## src/core/acr_pkg.sv

```systemverilog
// Shared constants and types of the converter control register block
package acr_pkg;

	// Register indices as printed; byte address is four times the index
	localparam logic [7:0]  IDX_CTRL_STATUS  = 8'h34;
	localparam logic [7:0]  IDX_RESULT_UPPER = 8'h35;
	localparam logic [7:0]  IDX_RESULT_LOWER = 8'h36;
	localparam logic [7:0]  IDX_IRQ_STATUS   = 8'h37;
	localparam logic [7:0]  IDX_IRQ_MASK     = 8'h38;

	localparam logic [31:0] ADDR_CTRL_STATUS  = 32'({IDX_CTRL_STATUS, 2'b00});
	localparam logic [31:0] ADDR_RESULT_UPPER = 32'({IDX_RESULT_UPPER, 2'b00});
	localparam logic [31:0] ADDR_RESULT_LOWER = 32'({IDX_RESULT_LOWER, 2'b00});
	localparam logic [31:0] ADDR_IRQ_STATUS   = 32'({IDX_IRQ_STATUS, 2'b00});
	localparam logic [31:0] ADDR_IRQ_MASK     = 32'({IDX_IRQ_MASK, 2'b00});

	localparam int REG_W    = 8;
	localparam int RESULT_W = 10;
	localparam int CHAN_W   = 3;

	// Control/status fields
	localparam int CSR_DONE_BIT  = 7;
	localparam int CSR_RATE_BIT  = 6;
	localparam int CSR_ON_BIT    = 5;
	localparam int CSR_CHAN_LSB  = 0;
	// Lower result register fields
	localparam int LOW_SLOW_BIT  = 3;
	localparam int LOW_DATA_LSB  = 0;
	localparam int LOW_DATA_W    = 2;
	// Interrupt status/mask field
	localparam int IRQ_DONE_BIT  = 0;

	localparam logic [REG_W-1:0]    REG_RESET    = 8'h00;
	localparam logic [RESULT_W-1:0] RESULT_RESET = 10'h000;
	localparam logic [CHAN_W-1:0]   CHAN_RESET   = 3'h0;
	localparam logic [31:0]         RDATA_ZERO   = 32'h0000_0000;

	// Converter clock ticks spent loading the sample capacitor
	localparam logic [3:0] SAMPLE_TICKS = 4'h4;
	localparam logic [3:0] TICK_ZERO    = 4'h0;
	localparam logic [3:0] TICK_ONE     = 4'h1;
	localparam logic [RESULT_W-1:0] SAR_FIRST_BIT = 10'h200;

	localparam logic [1:0] HTRANS_NONSEQ = 2'h2;
	localparam logic       HRESP_OKAY    = 1'b0;

	// Converter clock selection
	typedef enum logic [1:0] {
		ACR_RATE_HALF    = 2'h0,
		ACR_RATE_FULL    = 2'h1,
		ACR_RATE_QUARTER = 2'h2
	} acr_rate_t;

	localparam logic [1:0] DIV_HALF_MASK    = 2'h1;
	localparam logic [1:0] DIV_QUARTER_MASK = 2'h3;

	// Signals towards the analog multiplexer and comparator
	typedef struct packed {
		logic [CHAN_W-1:0]   channel;
		logic                sample;
		logic [RESULT_W-1:0] trial;
	} acr_analog_t;

endpackage : acr_pkg

```

## src/core/acr_control_registers.sv

```systemverilog
// Converter control registers behind an AHB-Lite slave
//
// The AHB-Lite register port is this design's own decision.
`timescale 1ns/1ps

module acr_control_registers (
	input  wire logic               clk,
	input  wire logic               rst_n,
	input  wire logic               hsel,
	input  wire logic [31:0]        haddr,
	input  wire logic [1:0]         htrans,
	input  wire logic               hwrite,
	input  wire logic [2:0]         hsize,
	input  wire logic [31:0]        hwdata,
	input  wire logic               hready,
	output logic                    hreadyout,
	output logic                    hresp,
	output logic [31:0]             hrdata,
	input  wire logic               comp_in,
	output acr_pkg::acr_analog_t    analog,
	output logic                    irq
);
	localparam int RW = acr_pkg::REG_W;
	localparam int CW = acr_pkg::CHAN_W;

	// Software state
	logic                           done_flag;
	logic                           rate_sel;
	logic                           converter_on;
	logic [CW-1:0]                  channel_select;
	logic                           slow_sel;
	logic [acr_pkg::RESULT_W-1:0]   result;
	logic                           irq_status;
	logic                           irq_mask;

	// Bus phase tracking
	logic                           addr_take;
	logic                           wr_pend;
	logic [31:0]                    wr_addr;
	logic                           rd_wait;
	logic [31:0]                    rd_addr;
	logic [RW-1:0]                  wdata;

	// Decoded effects
	logic                           csr_write;
	logic                           low_write;
	logic                           irq_status_write;
	logic                           irq_mask_write;
	logic                           upper_read;
	logic                           chan_change;
	logic                           restart;
	logic                           next_on;

	// Converter side
	acr_pkg::acr_rate_t             rate;
	logic                           tick;
	logic                           sar_done;
	logic [acr_pkg::RESULT_W-1:0]   sar_result;
	logic                           sar_sample;
	logic [acr_pkg::RESULT_W-1:0]   sar_trial;

	logic [RW-1:0]                  csr_view;
	logic [RW-1:0]                  upper_view;
	logic [RW-1:0]                  lower_view;
	logic [RW-1:0]                  rd_value;

	// Address phase taken only when the bus is ready
	assign addr_take = hsel && hready && (htrans == acr_pkg::HTRANS_NONSEQ);
	assign hreadyout = !rd_wait;
	assign hresp     = acr_pkg::HRESP_OKAY;
	assign wdata     = hwdata[RW-1:0];

	always_ff @(posedge clk or negedge rst_n) begin
		if (!rst_n) begin
			wr_pend <= 1'b0;
			wr_addr <= acr_pkg::RDATA_ZERO;
		end else if (hready) begin
			wr_pend <= addr_take && hwrite;
			wr_addr <= haddr;
		end
	end

	always_ff @(posedge clk or negedge rst_n) begin
		if (!rst_n) begin
			rd_wait <= 1'b0;
			rd_addr <= acr_pkg::RDATA_ZERO;
		end else begin
			rd_wait <= addr_take && !hwrite;
			if (addr_take) begin
				rd_addr <= haddr;
			end
		end
	end

	// Writes land at the end of a data phase, which never waits
	always_comb begin
		csr_write        = 1'b0;
		low_write        = 1'b0;
		irq_status_write = 1'b0;
		irq_mask_write   = 1'b0;
		if (!wr_pend) begin
			csr_write = 1'b0;
		end else if (wr_addr == acr_pkg::ADDR_CTRL_STATUS) begin
			csr_write = 1'b1;
		end else if (wr_addr == acr_pkg::ADDR_RESULT_LOWER) begin
			low_write = 1'b1;
		end else if (wr_addr == acr_pkg::ADDR_IRQ_STATUS) begin
			irq_status_write = 1'b1;
		end else if (wr_addr == acr_pkg::ADDR_IRQ_MASK) begin
			irq_mask_write = 1'b1;
		end
	end

	assign upper_read  = rd_wait && (rd_addr == acr_pkg::ADDR_RESULT_UPPER);
	assign next_on     = wdata[acr_pkg::CSR_ON_BIT];
	assign chan_change = csr_write
	                     && (wdata[acr_pkg::CSR_CHAN_LSB +: CW] != channel_select);
	assign restart     = (csr_write && next_on) || chan_change;

	// Control bits; reserved bits 4:3 are not stored
	always_ff @(posedge clk or negedge rst_n) begin
		if (!rst_n) begin
			rate_sel       <= 1'b0;
			converter_on   <= 1'b0;
			channel_select <= acr_pkg::CHAN_RESET;
		end else if (csr_write) begin
			rate_sel       <= wdata[acr_pkg::CSR_RATE_BIT];
			converter_on   <= next_on;
			channel_select <= wdata[acr_pkg::CSR_CHAN_LSB +: CW];
		end
	end

	always_ff @(posedge clk or negedge rst_n) begin
		if (!rst_n) begin
			slow_sel <= 1'b0;
		end else if (low_write) begin
			slow_sel <= wdata[acr_pkg::LOW_SLOW_BIT];
		end
	end

	// Completion sets over any same-cycle clear
	always_ff @(posedge clk or negedge rst_n) begin
		if (!rst_n) begin
			done_flag <= 1'b0;
		end else if (sar_done) begin
			done_flag <= 1'b1;
		end else if (csr_write || upper_read) begin
			done_flag <= 1'b0;
		end
	end

	// One register holds all ten bits, so both views change together
	always_ff @(posedge clk or negedge rst_n) begin
		if (!rst_n) begin
			result <= acr_pkg::RESULT_RESET;
		end else if (sar_done) begin
			result <= sar_result;
		end
	end

	always_ff @(posedge clk or negedge rst_n) begin
		if (!rst_n) begin
			irq_status <= 1'b0;
		end else if (sar_done) begin
			irq_status <= 1'b1;
		end else if (irq_status_write && wdata[acr_pkg::IRQ_DONE_BIT]) begin
			irq_status <= 1'b0;
		end
	end

	always_ff @(posedge clk or negedge rst_n) begin
		if (!rst_n) begin
			irq_mask <= 1'b0;
		end else if (irq_mask_write) begin
			irq_mask <= wdata[acr_pkg::IRQ_DONE_BIT];
		end
	end

	assign irq = irq_status && irq_mask;

	// Register views
	always_comb begin
		csr_view                                   = acr_pkg::REG_RESET;
		csr_view[acr_pkg::CSR_DONE_BIT]            = done_flag;
		csr_view[acr_pkg::CSR_RATE_BIT]            = rate_sel;
		csr_view[acr_pkg::CSR_ON_BIT]              = converter_on;
		csr_view[acr_pkg::CSR_CHAN_LSB +: CW]      = channel_select;
		upper_view = result[acr_pkg::RESULT_W-1:acr_pkg::LOW_DATA_W];
		lower_view                                 = acr_pkg::REG_RESET;
		lower_view[acr_pkg::LOW_SLOW_BIT]          = slow_sel;
		lower_view[acr_pkg::LOW_DATA_LSB +: acr_pkg::LOW_DATA_W] =
			result[acr_pkg::LOW_DATA_W-1:0];
	end

	always_comb begin
		rd_value = acr_pkg::REG_RESET;
		if (rd_addr == acr_pkg::ADDR_CTRL_STATUS) begin
			rd_value = csr_view;
		end else if (rd_addr == acr_pkg::ADDR_RESULT_UPPER) begin
			rd_value = upper_view;
		end else if (rd_addr == acr_pkg::ADDR_RESULT_LOWER) begin
			rd_value = lower_view;
		end else if (rd_addr == acr_pkg::ADDR_IRQ_STATUS) begin
			rd_value[acr_pkg::IRQ_DONE_BIT] = irq_status;
		end else if (rd_addr == acr_pkg::ADDR_IRQ_MASK) begin
			rd_value[acr_pkg::IRQ_DONE_BIT] = irq_mask;
		end
	end

	// Read data captured in the wait cycle, held until the next read
	always_ff @(posedge clk or negedge rst_n) begin
		if (!rst_n) begin
			hrdata <= acr_pkg::RDATA_ZERO;
		end else if (rd_wait) begin
			hrdata <= {{(32 - RW){1'b0}}, rd_value};
		end
	end

	// Converter clock selection
	always_comb begin
		if (slow_sel) begin
			rate = acr_pkg::ACR_RATE_QUARTER;
		end else if (rate_sel) begin
			rate = acr_pkg::ACR_RATE_FULL;
		end else begin
			rate = acr_pkg::ACR_RATE_HALF;
		end
	end

	acr_clk_div u_div (
		.clk   (clk),
		.rst_n (rst_n),
		.rate  (rate),
		.tick  (tick)
	);

	acr_sar u_sar (
		.clk     (clk),
		.rst_n   (rst_n),
		.tick    (tick),
		.enable  (converter_on),
		.restart (restart),
		.comp_in (comp_in),
		.sample  (sar_sample),
		.trial   (sar_trial),
		.done    (sar_done),
		.result  (sar_result)
	);

	always_comb begin
		analog.channel = channel_select;
		analog.sample  = sar_sample;
		analog.trial   = sar_trial;
	end

endmodule : acr_control_registers

```

## src/core/acr_clk_div.sv

```systemverilog
// Converter clock enable divided down from the system clock
`timescale 1ns/1ps
module acr_clk_div (
	input  wire logic             clk,
	input  wire logic             rst_n,
	input  acr_pkg::acr_rate_t    rate,
	output logic                  tick
);
	logic [1:0] count;

	always_ff @(posedge clk or negedge rst_n) begin
		if (!rst_n) begin
			count <= 2'h0;
		end else begin
			count <= count + 2'h1;
		end
	end

	always_comb begin
		case (rate)
			acr_pkg::ACR_RATE_FULL:    tick = 1'b1;
			acr_pkg::ACR_RATE_QUARTER: tick = (count == acr_pkg::DIV_QUARTER_MASK);
			default:                   tick = ((count & acr_pkg::DIV_HALF_MASK)
			                                   == acr_pkg::DIV_HALF_MASK);
		endcase
	end

endmodule : acr_clk_div

```

## src/core/acr_sar.sv

```systemverilog
// Successive approximation sequencer: sample phase then ten compare steps
`timescale 1ns/1ps
module acr_sar (
	input  wire logic                              clk,
	input  wire logic                              rst_n,
	input  wire logic                              tick,
	input  wire logic                              enable,
	input  wire logic                              restart,
	input  wire logic                              comp_in,
	output logic                                   sample,
	output logic [acr_pkg::RESULT_W-1:0]           trial,
	output logic                                   done,
	output logic [acr_pkg::RESULT_W-1:0]           result
);
	typedef enum logic [2:0] {
		ACR_IDLE    = 3'b001,
		ACR_SAMPLE  = 3'b010,
		ACR_CONVERT = 3'b100
	} acr_sar_state_t;

	acr_sar_state_t                state;
	logic [3:0]                    ticks;
	logic [acr_pkg::RESULT_W-1:0]  code;
	logic [acr_pkg::RESULT_W-1:0]  mask;
	logic [acr_pkg::RESULT_W-1:0]  next_code;

	assign next_code = comp_in ? (code | mask) : code;
	assign trial     = code | mask;
	assign sample    = (state == ACR_SAMPLE);

	always_ff @(posedge clk or negedge rst_n) begin
		if (!rst_n) begin
			state <= ACR_IDLE;
			ticks <= acr_pkg::TICK_ZERO;
			code  <= acr_pkg::RESULT_RESET;
			mask  <= acr_pkg::SAR_FIRST_BIT;
		end else if (!enable || restart) begin
			state <= enable ? ACR_SAMPLE : ACR_IDLE;
			ticks <= acr_pkg::TICK_ZERO;
			code  <= acr_pkg::RESULT_RESET;
			mask  <= acr_pkg::SAR_FIRST_BIT;
		end else if (tick) begin
			case (state)
				ACR_IDLE: begin
					state <= ACR_SAMPLE;
				end
				ACR_SAMPLE: begin
					if (ticks == acr_pkg::SAMPLE_TICKS - acr_pkg::TICK_ONE) begin
						state <= ACR_CONVERT;
						ticks <= acr_pkg::TICK_ZERO;
					end else begin
						ticks <= ticks + acr_pkg::TICK_ONE;
					end
				end
				ACR_CONVERT: begin
					code <= next_code;
					mask <= mask >> 1;
					if (mask[0]) begin
						// Conversions repeat while the converter stays on
						state <= ACR_SAMPLE;
						code  <= acr_pkg::RESULT_RESET;
						mask  <= acr_pkg::SAR_FIRST_BIT;
					end
				end
				default: begin
					state <= ACR_IDLE;
				end
			endcase
		end
	end

	always_ff @(posedge clk or negedge rst_n) begin
		if (!rst_n) begin
			done   <= 1'b0;
			result <= acr_pkg::RESULT_RESET;
		end else begin
			done <= 1'b0;
			if (enable && !restart && tick && state == ACR_CONVERT && mask[0]) begin
				done   <= 1'b1;
				result <= next_code;
			end
		end
	end

endmodule : acr_sar

```

## config.mk

```make
export PLATFORM = sky130hd
export DESIGN_NAME = acr_control_registers
export DESIGN_NICKNAME = d
export VERILOG_FILES = /design/src/core/acr_pkg.sv /design/src/core/acr_control_registers.sv /design/src/core/acr_clk_div.sv /design/src/core/acr_sar.sv
export SDC_FILE = /design/constraint.sdc
export NUM_CORES = 1
export LEC_CHECK = 0
export ABC_AREA = 1
export BUFFER_PORTS_ARGS = -buffer_cell sky130_fd_sc_hd__clkbuf_2
export CAP_MARGIN = 20
export CORE_MARGIN = 2
export CORE_UTILIZATION = 55
export CTS_CLUSTER_DIAMETER = 100
export CTS_CLUSTER_SIZE = 25
export DETAILED_ROUTE_END_ITERATION = 8
export PLACE_DENSITY = 0.91
export SYNTH_ARGS = -nofsm -noshare
export SYNTH_HDL_FRONTEND = slang
export SYNTH_SLANG_ARGS = --single-unit
export TNS_END_PERCENT = 1
```

## constraint.sdc

```tcl
create_clock -name clk -period 2.1 [get_ports clk]
set_input_delay 0.42 -clock clk [delete_from_list [all_inputs] [get_ports clk]]
set_output_delay 0.42 -clock clk [all_outputs]
set_load 0.02 [all_outputs]
```

# == Word-level counts from Yosys, hierarchy flattened ==
# Index checks and enable logic that the tools add are counted.
# word_totals
wordCells,118
inputBits,75
register_bits,133
# classes
bitwise,1
addsub,2
n_mux,47
reduce_logical,28
eq_ne,20
# op_table
op,count
$eq 32x8->1 const B,9
$mux 10,9
$mux 1,23
$mux 4,4
$mux 8,2
$mux 3,5
$logic_and 1x1->1,13
$or 10x10->10,1
$reduce_bool 2->1,5
$pmux 3 s3,1
$eq 2x2->1 const B,3
$ne 3x1->1 const B,2
$add 4x1->4 const B,1
$eq 4x2->1 const B,1
$logic_not 1->1,4
$mux 2,2
$reduce_and 2->1,2
$eq 3x1->1 const B,1
$eq 3x2->1 const B,1
$eq 3x3->1 const B,1
$logic_or 1x1->1,3
$ne 3x3->1,1
$reduce_and 3->1,1
$add 2x1->2 const B,1
2 further kinds,2

# == Depth between registers and ports, before layout ==
# Gate-level depths: netlist (run 1).
# depth
ltp_word,11
mapped_depth,11

# == Modules after synthesis ==
# From an unflattened synthesis (run 1), not the netlist that was laid out.
# unflattened
cells_unflattened,692
area_unflattened_um2,6248.5
# by_module_without_submodules
module,area_per_inst_um2,seq_area_each_um2,cells_per_inst,instances
acr_control_registers,4292.9,2327.2,467,1
acr_sar,1830.5,953.4,212,1
acr_clk_div,125.1,50.0,13,1

# == Worst setup path before layout (run 1) ==
# OpenSTA, ideal clock, no wires.
# synth_timing
path_type,register -> register
from,reg u_div.count[0]
to,reg u_sar.code[1] (netlist bit)
setup_ns,0.073
path_slack_ns,0.594
stages_incl_launch_ff,10
arrival_time_ns,1.433
t_required_ns,2.027
path_cell_list,dfrtp_1 > ha_1 > o21ai_2 > nor2_4 > nand2_1 > buf_4 > inv_2 > nor2_4 > nand2_1 > a21oi_2
# synth_between
elab_chain_len,4
# synth_rtl
item,line_no,text
"start, declared",acr_clk_div.sv:9,logic [1:0] count;
"start signal, assigned",acr_clk_div.sv:15,count <= count + 2'h1;
$eq 2x2->1,acr_clk_div.sv:22,acr_pkg::ACR_RATE_QUARTER: tick = (count == acr_pkg::DIV_QUARTER_MASK);
$pmux 1 s2 *,acr_clk_div.sv:20,case (rate)
$reduce_bool 2->1 (no line) *,--,
$reduce_and 2->1 (no line) *,--,
"end signal, assigned",acr_sar.sv:35,code <= acr_pkg::RESULT_RESET;
"end signal, assigned",acr_sar.sv:40,code <= acr_pkg::RESULT_RESET;
"end signal, assigned",acr_sar.sv:56,code <= next_code;
"end, declared",acr_sar.sv:23,logic [acr_pkg::RESULT_W-1:0] code;
# Every way passes the cells marked *; elsewhere a longest branch is shown, timed or not.
# A chain may end at the register's enable or synchronous reset.

==> results of run 1 <==
[where the power goes]
group | total [mW] | switching (mW) | internal, mW
clock | 2.70 | 1.13 | 1.58
combinational | 0.926 | 0.597 | 0.329
sequential | 3.04 | 0.187 | 2.85
[worst max-delay path, stage by stage, from the launching register on]
cell      delay, ns
dfstp_2        0.55
inv_1          0.05
nand3_1        0.11
inv_1          0.09
clkbuf_2       0.16
[timing repair]
| item | in CTS | in global routing |
|---|---|---|
| endpoints found under the hold margin | 28 | 0 |
| endpoints found under the setup margin | 0 | 1 |
| hold buffers | 1 | 0 |
| gates resized for setup | 0 | 2 |
[area by class of cell]
| class | count | area, µm² |
|---|---|---|
| fill | 867 | 3785 |
| sequential | 133 | 3332 |
| multi-input combinational | 479 | 2178 |
| timing repair buffer | 78 | 442.9 |
| clock buffer | 18 | 417.9 |
| inverter | 88 | 334.1 |
| tap | 140 | 175.2 |
| clock inverter | 14 | 127.6 |
[per-layer routing]
metal	track usage	routed length [µm]
met1	0.2793	5199
met2	0.3807	6197
met3	0.05380	569
met4	0.09524	313
met5	0	0
[worst max path at each step]
stage	from	end	slack, ns	cells after the start
after floorplan	u_div.count[0]$_DFF_PN0_	u_sar.code[1]$_DFFE_PN0P_	0.59	9
after global placement	hwdata[0]	u_sar.result[9]$_DFFE_PN0P_	0.29	10
after detailed placement	hwdata[0]	u_sar.result[9]$_DFFE_PN0P_	0.23	10
after CTS	rd_wait$_DFF_PN0_	hreadyout	0.004	2
after global routing	u_sar.state[0]$_DFFE_PN1P_	analog[10]	0.10	4
final	u_sar.state[0]$_DFFE_PN1P_	analog[10]	0.20	4
[cells by family after synthesis]
family,share of synthesized area
other,0.0006198
AND/OR/NAND/NOR,0.2347
flip-flops,0.5505
XOR/XNOR,0.004343
adder cells (fa/ha/maj),0.004135
AO/OA/AOI/OAI,0.1013
buffers and inverters,0.1044
[flip-flops by register name (all words and copies together), names as in the netlist, 3 cells and up]
register / count
u_sar.code: 10
u_sar.result: 10
channel_select: 3
wr_addr: 32
u_sar.state: 3
u_sar.mask: 10
rd_addr: 32
result: 10
u_sar.ticks: 4
hrdata: 8
[layout by cell type (no fill, tap or decap), drive strengths merged, types with 2 or more instances in the layout]
master	n
o21ai	61
dfstp	2
a31oi	3
nand2	190
nor2	96
a21oi	49
clkinvlp	5
clkbuf	86
inv	90
conb	25
nand4	11
dfrtp	131
buf	9
nand3	25
nor4	3
ha	2
xor2	2
nor3	5
clkinv	6
==> summary.json, run 1 <==
{
  "cts_root_buffer": "clkbuf_8",
  "synth-edff-count": 0,
  "first_global_vias": 4562,
  "vias": 4784,
  "min_period_ns": 1.901,
  "min-delay-start": "hwrite",
  "ys_top_cells_by_area": "dfrtp_1, nand2_1, nor2_1, inv_1, o21ai_0",
  "dieHeight_um": 108.9,
  "grt_antenna_before_repair": 0,
  "detail_route.vias_per_cell": 5.036,
  "p_leak_nw": 3.674,
  "clock-sinks": 133,
  "io_buffers": 69,
  "drcViolationCount": 0,
  "worstSetupPathType": "reg -> out",
  "postSynthAreaPerCell_um2": 8.357,
  "cts-root-to-sink-buffers": 2,
  "timing.setup.tns_ns": 0,
  "grt.overflow.total": 0,
  "tritoncts": "done",
  "finalSetupViolations": 0,
  "timing_hold_violations_final": 0,
  "largest_area_contributor_in_the_synthesized_netlist": "dfrtp_1",
  "design_power_total_mw": 6.666,
  "design.core.area_um2": 10790,
  "diodes": 0,
  "worst_ir_drop_vdd_v": 0.0006134,
  "dr.first_iter.drc_count": 329,
  "postSynthCellCount": 724,
  "critical_path_required_ns": 1.68,
  "floorplan.die_area_um2": 11860,
  "worstSetupStartpointType": "register",
  "status": "finished clean",
  "die_w_um": 108.9,
  "finalHoldWorstSlack_ns": 0.07591,
  "grt_first_pass_wirelength_mm": 20.56,
  "synth_sequential_area_ratio": 0.5505,
  "routed_wire_length_per_instance_um": 12.93,
  "worstPathArrival_ns": 1.48,
  "htree_levels": 4,
  "place_area_um2": 6447,
  "num_rows": 38,
  "slew_violations": 0,
  "detail_route.wirelength_mm": 12.28,
  "p_per_area_nw_per_um2": 951.2,
  "synth.top_cell.area_share": 0.5418,
  "ys.warnings.count": 0,
  "worst_setup_hold_path_clk_slew_ns": 0.06,
  "post_synth_instance_area_um2": 6051,
  "ys_seq_elements": 133,
  "fin_crit_sh": 0.9054,
  "regToRegStartpoint": "u_sar.state[1]$_DFFE_PN0P_",
  "maxCapViolations": 0,
  "floorplan.initialDensity": 0.5606,
  "globalplace.congestion": 0.8284,
  "io_pins": 124,
  "async_reset_ff_frac": 1.000,
  "stdcell_area_um2": 7008,
  "worst_pin_slew_ns": 0.5885,
  "rrSetupSlack_ns": 0.26,
  "achievable_frequency_ghz": 0.5259,
  "synth_most_common_cell": "nand2_1",
  "dpl.cell_count": 917,
  "gr-usage-all-layers": 0.2260,
  "syn2layout_area_growth_pct": 15.82,
  "postLayoutCoreUtil": 0.6493,
  "final_layout_size_suffix_gt1_frac": 0.1617,
  "detailed_place_hpwl_mm": 8.543,
  "postSynth.topFlopCell": "dfrtp_1",
  "post_layout_nonfiller_instances": 950,
  "setup_ws_ns": 0.1986,
  "synthTopCellsByCount": "nand2_1, dfrtp_1, nor2_1",
  "drt.antenna.violating_nets": 0,
  "yosysUniqueCellTypes": 38,
  "timing.rr.end": "u_sar.result[9]$_DFFE_PN0P_",
  "largest_net_degree_at_the_start_of_global_routing": 67,
  "maxSlewHeadroom": 0.6077,
  "clk_latency_ns": 0.52,
  "firstDrtPassIters": 7,
  "path_type_of_the_worst_min_delay_path": "in -> reg",
  "post-cts-setup-buffers": 0,
  "fin_skew_ns": 0.01096,
  "timing.hold.worst_endpoint": "rd_wait$_DFF_PN0_",
  "tritoncts.num_buffers": 17,
  "dp_slack_ns": 0.2316,
  "timing.critical_path.to_type": "output port",
  "layout.nets": 874,
  "worstRegToRegCells": 6,
  "unrepaired_setup_endpoints_after_global_routing": "no",
  "critical_path_peak_fanout": 4,
  "hold-path-cell-count": 2
}
Power figures use the tool's default switching activity.
==> run 2, diff against run 1 <==
Settings changed: SYNTH_HIERARCHICAL set to 1.
==> run 2 against run 1 <==
Effect of this change:
- the run now ends with negative setup slack left
- area after synthesis grew 3.3%
- critical path type is now reg -> reg
- largest cell class unchanged
- clock power grew 6%
- critical endpoint is now u_sar/result[7]$_DFFE_PN0P_
- first-iteration DRC count grew 19%
- total power grew 10%
- register-to-register slack lost 0.31 ns
- synthesized cell count shrank 4.4%
- sequential share of layout area shrank 3.7 points
==> summary.json, run 2 <==
{
  "fin_crit_sh": {"value": 1.023, "change": "was 0.9054"},
  "design_power_total": {"value": 7.360, "unit": "mW", "change": "was 6.666 mW"},
  "floorplan.initialDensity": {"value": 0.5689, "change": "was 0.5606"},
  "io_pins": {"value": 124, "change": "unchanged"},
  "tritoncts.num_buffers": {"value": 17, "change": "unchanged"},
  "slew_violations": {"value": 0, "change": "unchanged"},
  "gr-usage-all-layers": {"value": 0.2636, "change": "was 0.2260"},
  "routed_wire_length_per_instance": {"value": 16.67, "unit": "µm", "change": "was 12.93 µm"},
  "unrepaired_setup_endpoints_after_global_routing": {"value": "yes", "change": "was no"},
  "first_global_vias": {"value": 5316, "change": "was 4,562"},
  "drt.antenna.violating_nets": {"value": 0, "change": "unchanged"},
  "largest_area_contributor_in_the_synthesized_netlist": {"value": "dfrtp_1", "change": "unchanged"},
  "critical_path_required": {"value": 2.44, "unit": "ns", "change": "was 1.68 ns"},
  "detailed_place_hpwl": {"value": 9.518, "unit": "mm", "change": "was 8.543 mm"},
  "wl_met2": {"value": 7.862, "unit": "mm", "change": "was 6.197 mm"},
  "achievable_frequency": {"value": 0.4655, "unit": "GHz", "change": "was 0.5259 GHz"},
  "post_layout_nonfiller_instances": {"value": 950, "change": "unchanged"},
  "maxCapViolations": {"value": 0, "change": "unchanged"},
  "synth_sequential_area_ratio": {"value": 0.5330, "change": "was 0.5505"},
  "clk_latency": {"value": 0.42, "unit": "ns", "change": "was 0.52 ns"},
  "yosysUniqueCellTypes": {"value": 40, "change": "was 38"},
  "floorplan.die_area": {"value": 12230, "unit": "µm²", "change": "was 11,860 µm²"},
  "htree_levels": {"value": 4, "change": "unchanged"},
  "final_layout_size_suffix_gt1_frac": {"value": 0.2815, "change": "was 0.1617"},
  "post_synth_instance_area": {"value": 6248, "unit": "µm²", "change": "was 6051 µm²"},
  "final_cell_mix": {"value": "nand2_1, dfrtp_1, inv_1", "change": "was nand2_1, dfrtp_1, nor2_1"},
  "dpl.cell_count": {"value": 911, "change": "was 917"},
  "synthTopCellsByCount": {"value": "nand2_1, dfrtp_1, inv_1", "change": "was nand2_1, dfrtp_1, nor2_1"},
  "violations": "negative setup slack",
  "clock-sinks": {"value": 133, "change": "unchanged"},
  "vias": {"value": 5265, "change": "was 4,784"},
  "postSynth.topFlopCell": {"value": "dfrtp_1", "change": "unchanged"},
  "io_buffers": {"value": 69, "change": "unchanged"},
  "timing.rr.end": {"value": "u_sar/result[7]$_DFFE_PN0P_", "change": "was u_sar.result[9]$_DFFE_PN0P_"},
  "worstSetupStartpointType": {"value": "register", "change": "unchanged"},
  "synth_most_common_cell": {"value": "nand2_1", "change": "unchanged"},
  "dr.first_iter.drc_count": {"value": 391, "change": "was 329"},
  "drcViolationCount": {"value": 0, "change": "unchanged"},
  "fin_skew": {"value": 0.008067, "unit": "ns", "change": "was 0.01096 ns"},
  "detail_route.vias_per_cell": {"value": 5.542, "change": "was 5.036"},
  "die_w": {"value": 110.6, "unit": "µm", "change": "was 108.9 µm"},
  "ys_seq_elements": {"value": 133, "change": "unchanged"},
  "cts.hold.buffers_added": {"value": 0, "change": "was 1"},
  "regToRegStartpoint": {"value": "wr_addr[12]$_DFFE_PN0P_", "change": "was u_sar.state[1]$_DFFE_PN0P_"},
  "wl_met3": {"value": 984, "unit": "µm", "change": "was 569 µm"},
  "worstPathArrival": {"value": 2.49, "unit": "ns", "change": "was 1.48 ns"},
  "p_leak": {"value": 3.848, "unit": "nW", "change": "was 3.674 nW"},
  "dieHeight": {"value": 110.6, "unit": "µm", "change": "was 108.9 µm"},
  "timing.critical_path.to_type": {"value": "register", "change": "was output port"},
  "multi_input_area": {"value": 2464, "unit": "µm²", "change": "was 2178 µm²"},
  "cts_root_buffer": {"value": "clkbuf_16", "change": "was clkbuf_8"},
  "rrSetupSlack": {"value": -0.05, "unit": "ns", "change": "was 0.26 ns"},
  "path_type_of_the_worst_min_delay_path": {"value": "in -> async", "change": "was in -> reg"},
  "postSynthCellCount": {"value": 692, "change": "was 724"},
  "reg.largest.list": {"value": "rd_addr (32), wr_addr (32)", "change": "unchanged"},
  "postSynthAreaPerCell": {"value": 9.030, "unit": "µm²", "change": "was 8.357 µm²"},
  "timing_hold_violations_final": {"value": 0, "change": "unchanged"},
  "num_rows": {"value": 38, "change": "unchanged"},
  "grt.overflow.total": {"value": 0, "change": "unchanged"},
  "finalSetupViolations": {"value": 17, "change": "was 0"},
  "largest_net_degree_at_the_start_of_global_routing": {"value": 65, "change": "was 67"},
  "worst_setup_hold_path_clk_slew": {"value": 0.06, "unit": "ns", "change": "about the same"},
  "layout.cells.most_common": {"value": "nand2_1", "change": "unchanged"},
  "p_per_area": {"value": 968.0, "unit": "nW/µm²", "change": "was 951.2 nW/µm²"},
  "ys_top_cells_by_area": {"value": "dfrtp_1, nand2_1, inv_1, mux2_2, nor2_1", "change": "was dfrtp_1, nand2_1, nor2_1, inv_1, o21ai_0"},
  "status": {"value": "finished, violations left", "change": "was finished clean"},
  "worstRegToRegCells": {"value": 13, "change": "was 6"},
  "grt_antenna_before_repair": {"value": 0, "change": "unchanged"},
  "worst_pin_slew": {"value": 0.6839, "unit": "ns", "change": "was 0.5885 ns"},
  "setup_ws": {"value": -0.04825, "unit": "ns", "change": "was 0.1986 ns"},
  "worstSetupPathType": {"value": "reg -> reg", "change": "was reg -> out"},
  "regArea": {"value": 3331, "unit": "µm²", "change": "was 3332 µm²"},
  "cts-root-to-sink-buffers": {"value": 2, "change": "unchanged"},
  "routedLengthMet1": {"value": 6.302, "unit": "mm", "change": "was 5.199 mm"},
  "min_period": {"value": 2.148, "unit": "ns", "change": "was 1.901 ns"},
  "design.core.area": {"value": 10980, "unit": "µm²", "change": "was 10,790 µm²"},
  "synth.top_cell.area_share": {"value": 0.5246, "change": "was 0.5418"},
  "finalHoldWorstSlack": {"value": 0.02445, "unit": "ns", "change": "was 0.07591 ns"},
  "async_reset_ff_frac": {"value": 1.000, "change": "unchanged"},
  "grt_first_pass_wirelength": {"value": 25.93, "unit": "mm", "change": "was 20.56 mm"},
  "maxSlewHeadroom": {"value": 0.5441, "change": "was 0.6077"},
  "critical_path_peak_fanout": {"value": 19, "change": "was 4"},
  "firstDrtPassIters": {"value": 6, "change": "was 7"},
  "highest-signal-layer": {"value": "met4", "change": "unchanged"},
  "layout.nets": {"value": 876, "change": "was 874"},
  "diodes": {"value": 0, "change": "unchanged"},
  "synth-edff-count": {"value": 0, "change": "unchanged"},
  "tritoncts": {"value": "done", "change": "unchanged"},
  "syn2layout_area_growth": {"value": 21.69, "unit": "%", "change": "was 15.82%"},
  "filler_cell_count": {"value": 718, "change": "was 867"},
  "worst_ir_drop_vdd": {"value": 0.0005194, "unit": "V", "change": "was 0.0006134 V"},
  "globalplace.congestion": {"value": 0.8664, "change": "was 0.8284"},
  "ys.warnings.count": {"value": 6, "change": "was 0"},
  "detail_route.wirelength": {"value": 15.84, "unit": "mm", "change": "was 12.28 mm"}
}
## run 2: report_power, final
part / internal, mW / leakage, nW / switching, mW
sequential: 2.91 / 1.66 / 0.221
clock: 1.66 / 0.271 / 1.21
combinational: 0.470 / 1.91 / 0.889
total: 5.04 / 3.85 / 2.32
## run 2: logic make-up (layout without fill, tap and decap cells)
logic type / count (synthesis) / in the layout / share of synthesized area
simple gates: 284 / 284 / 0.2107
buf+inv: 137 / 231 / 0.1039
flops: 133 / 133 / 0.5330
compound gates: 104 / 104 / 0.09311
mux: 25 / 25 / 0.04505
fa+ha+maj: 4 / 4 / 0.008010
xor+xnor: 4 / 4 / 0.005608
other cells: 1 / 25 / 0.0006001
## run 2: worst max-delay path: stages (launching register included)
cell,delay (ns)
dfrtp_1,0.39
inv_2,0.08
nand4_1,0.15
nor3_4,0.21
nor2b_4,0.19
nand4_1,0.15
nor2_4,0.20
inv_2,0.08
nand2_4,0.09
inv_4,0.08
nand3_4,0.11
buf_12,0.16
nand2_1,0.10
o21ai_2,0.07
## run 2: through the flow
stage	cell area [µm²]	utilization	setup slack (ns)	TNS (ns)
detailed placement	6857	0.6243	-0.1569	-4.032
global route	7604	0.6923	-0.1575	-3.802
finish	7604	0.6923	-0.04825	-0.3058
global placement	6857	0.6243	-0.03285	-0.4461
floorplan	6339	-	0.2028	0
CTS	7501	0.6830	-0.006615	-0.01093
## run 2: layout make-up
type                    instances  area share
multi-input cells             446      0.3240
clock buffers                  18     0.05644
flip-flops and latches        133      0.4380
repair buffers                110     0.09528
clock inverters                14     0.01827
inverters                      89     0.04492
well taps                     140     0.02304
## run 2: worst max path at each step
stage,start,end,slack [ns],cells after the start
2_1_floorplan,slow_sel$_DFFE_PN0P_,u_sar/result[1]$_DFFE_PN0P_,0.20,12
3_3_place_gp,hwdata[2],u_sar/ticks[0]$_DFFE_PN0P_,-0.03,13
3_5_place_dp,wr_addr[8]$_DFFE_PN0P_,u_sar/code[7]$_DFFE_PN0P_,-0.16,12
4_1_cts,wr_addr[12]$_DFFE_PN0P_,u_sar/state[1]$_DFFE_PN0P_,-0.007,14
5_1_grt,wr_addr[15]$_DFFE_PN0P_,u_sar/result[9]$_DFFE_PN0P_,-0.16,13
6_report,wr_addr[12]$_DFFE_PN0P_,u_sar/result[7]$_DFFE_PN0P_,-0.05,13
## run 2: timing repair
action                                  4_1_cts  5_1_grt
setup buffers                                 3        3
endpoints found under the setup margin       38       38
pin swaps                                     6       11
endpoints found under the hold margin         0        0
cloned                                        1        0
resized for setup                            16       26
## run 2: layer usage
layer | vias to the layer above | track usage
li1 | 2386 | -
met1 | 2544 | 0.3310
met2 | 269 | 0.4331
met3 | 66 | 0.05982
met4 | 0 | 0.1275
met5 | - | 0
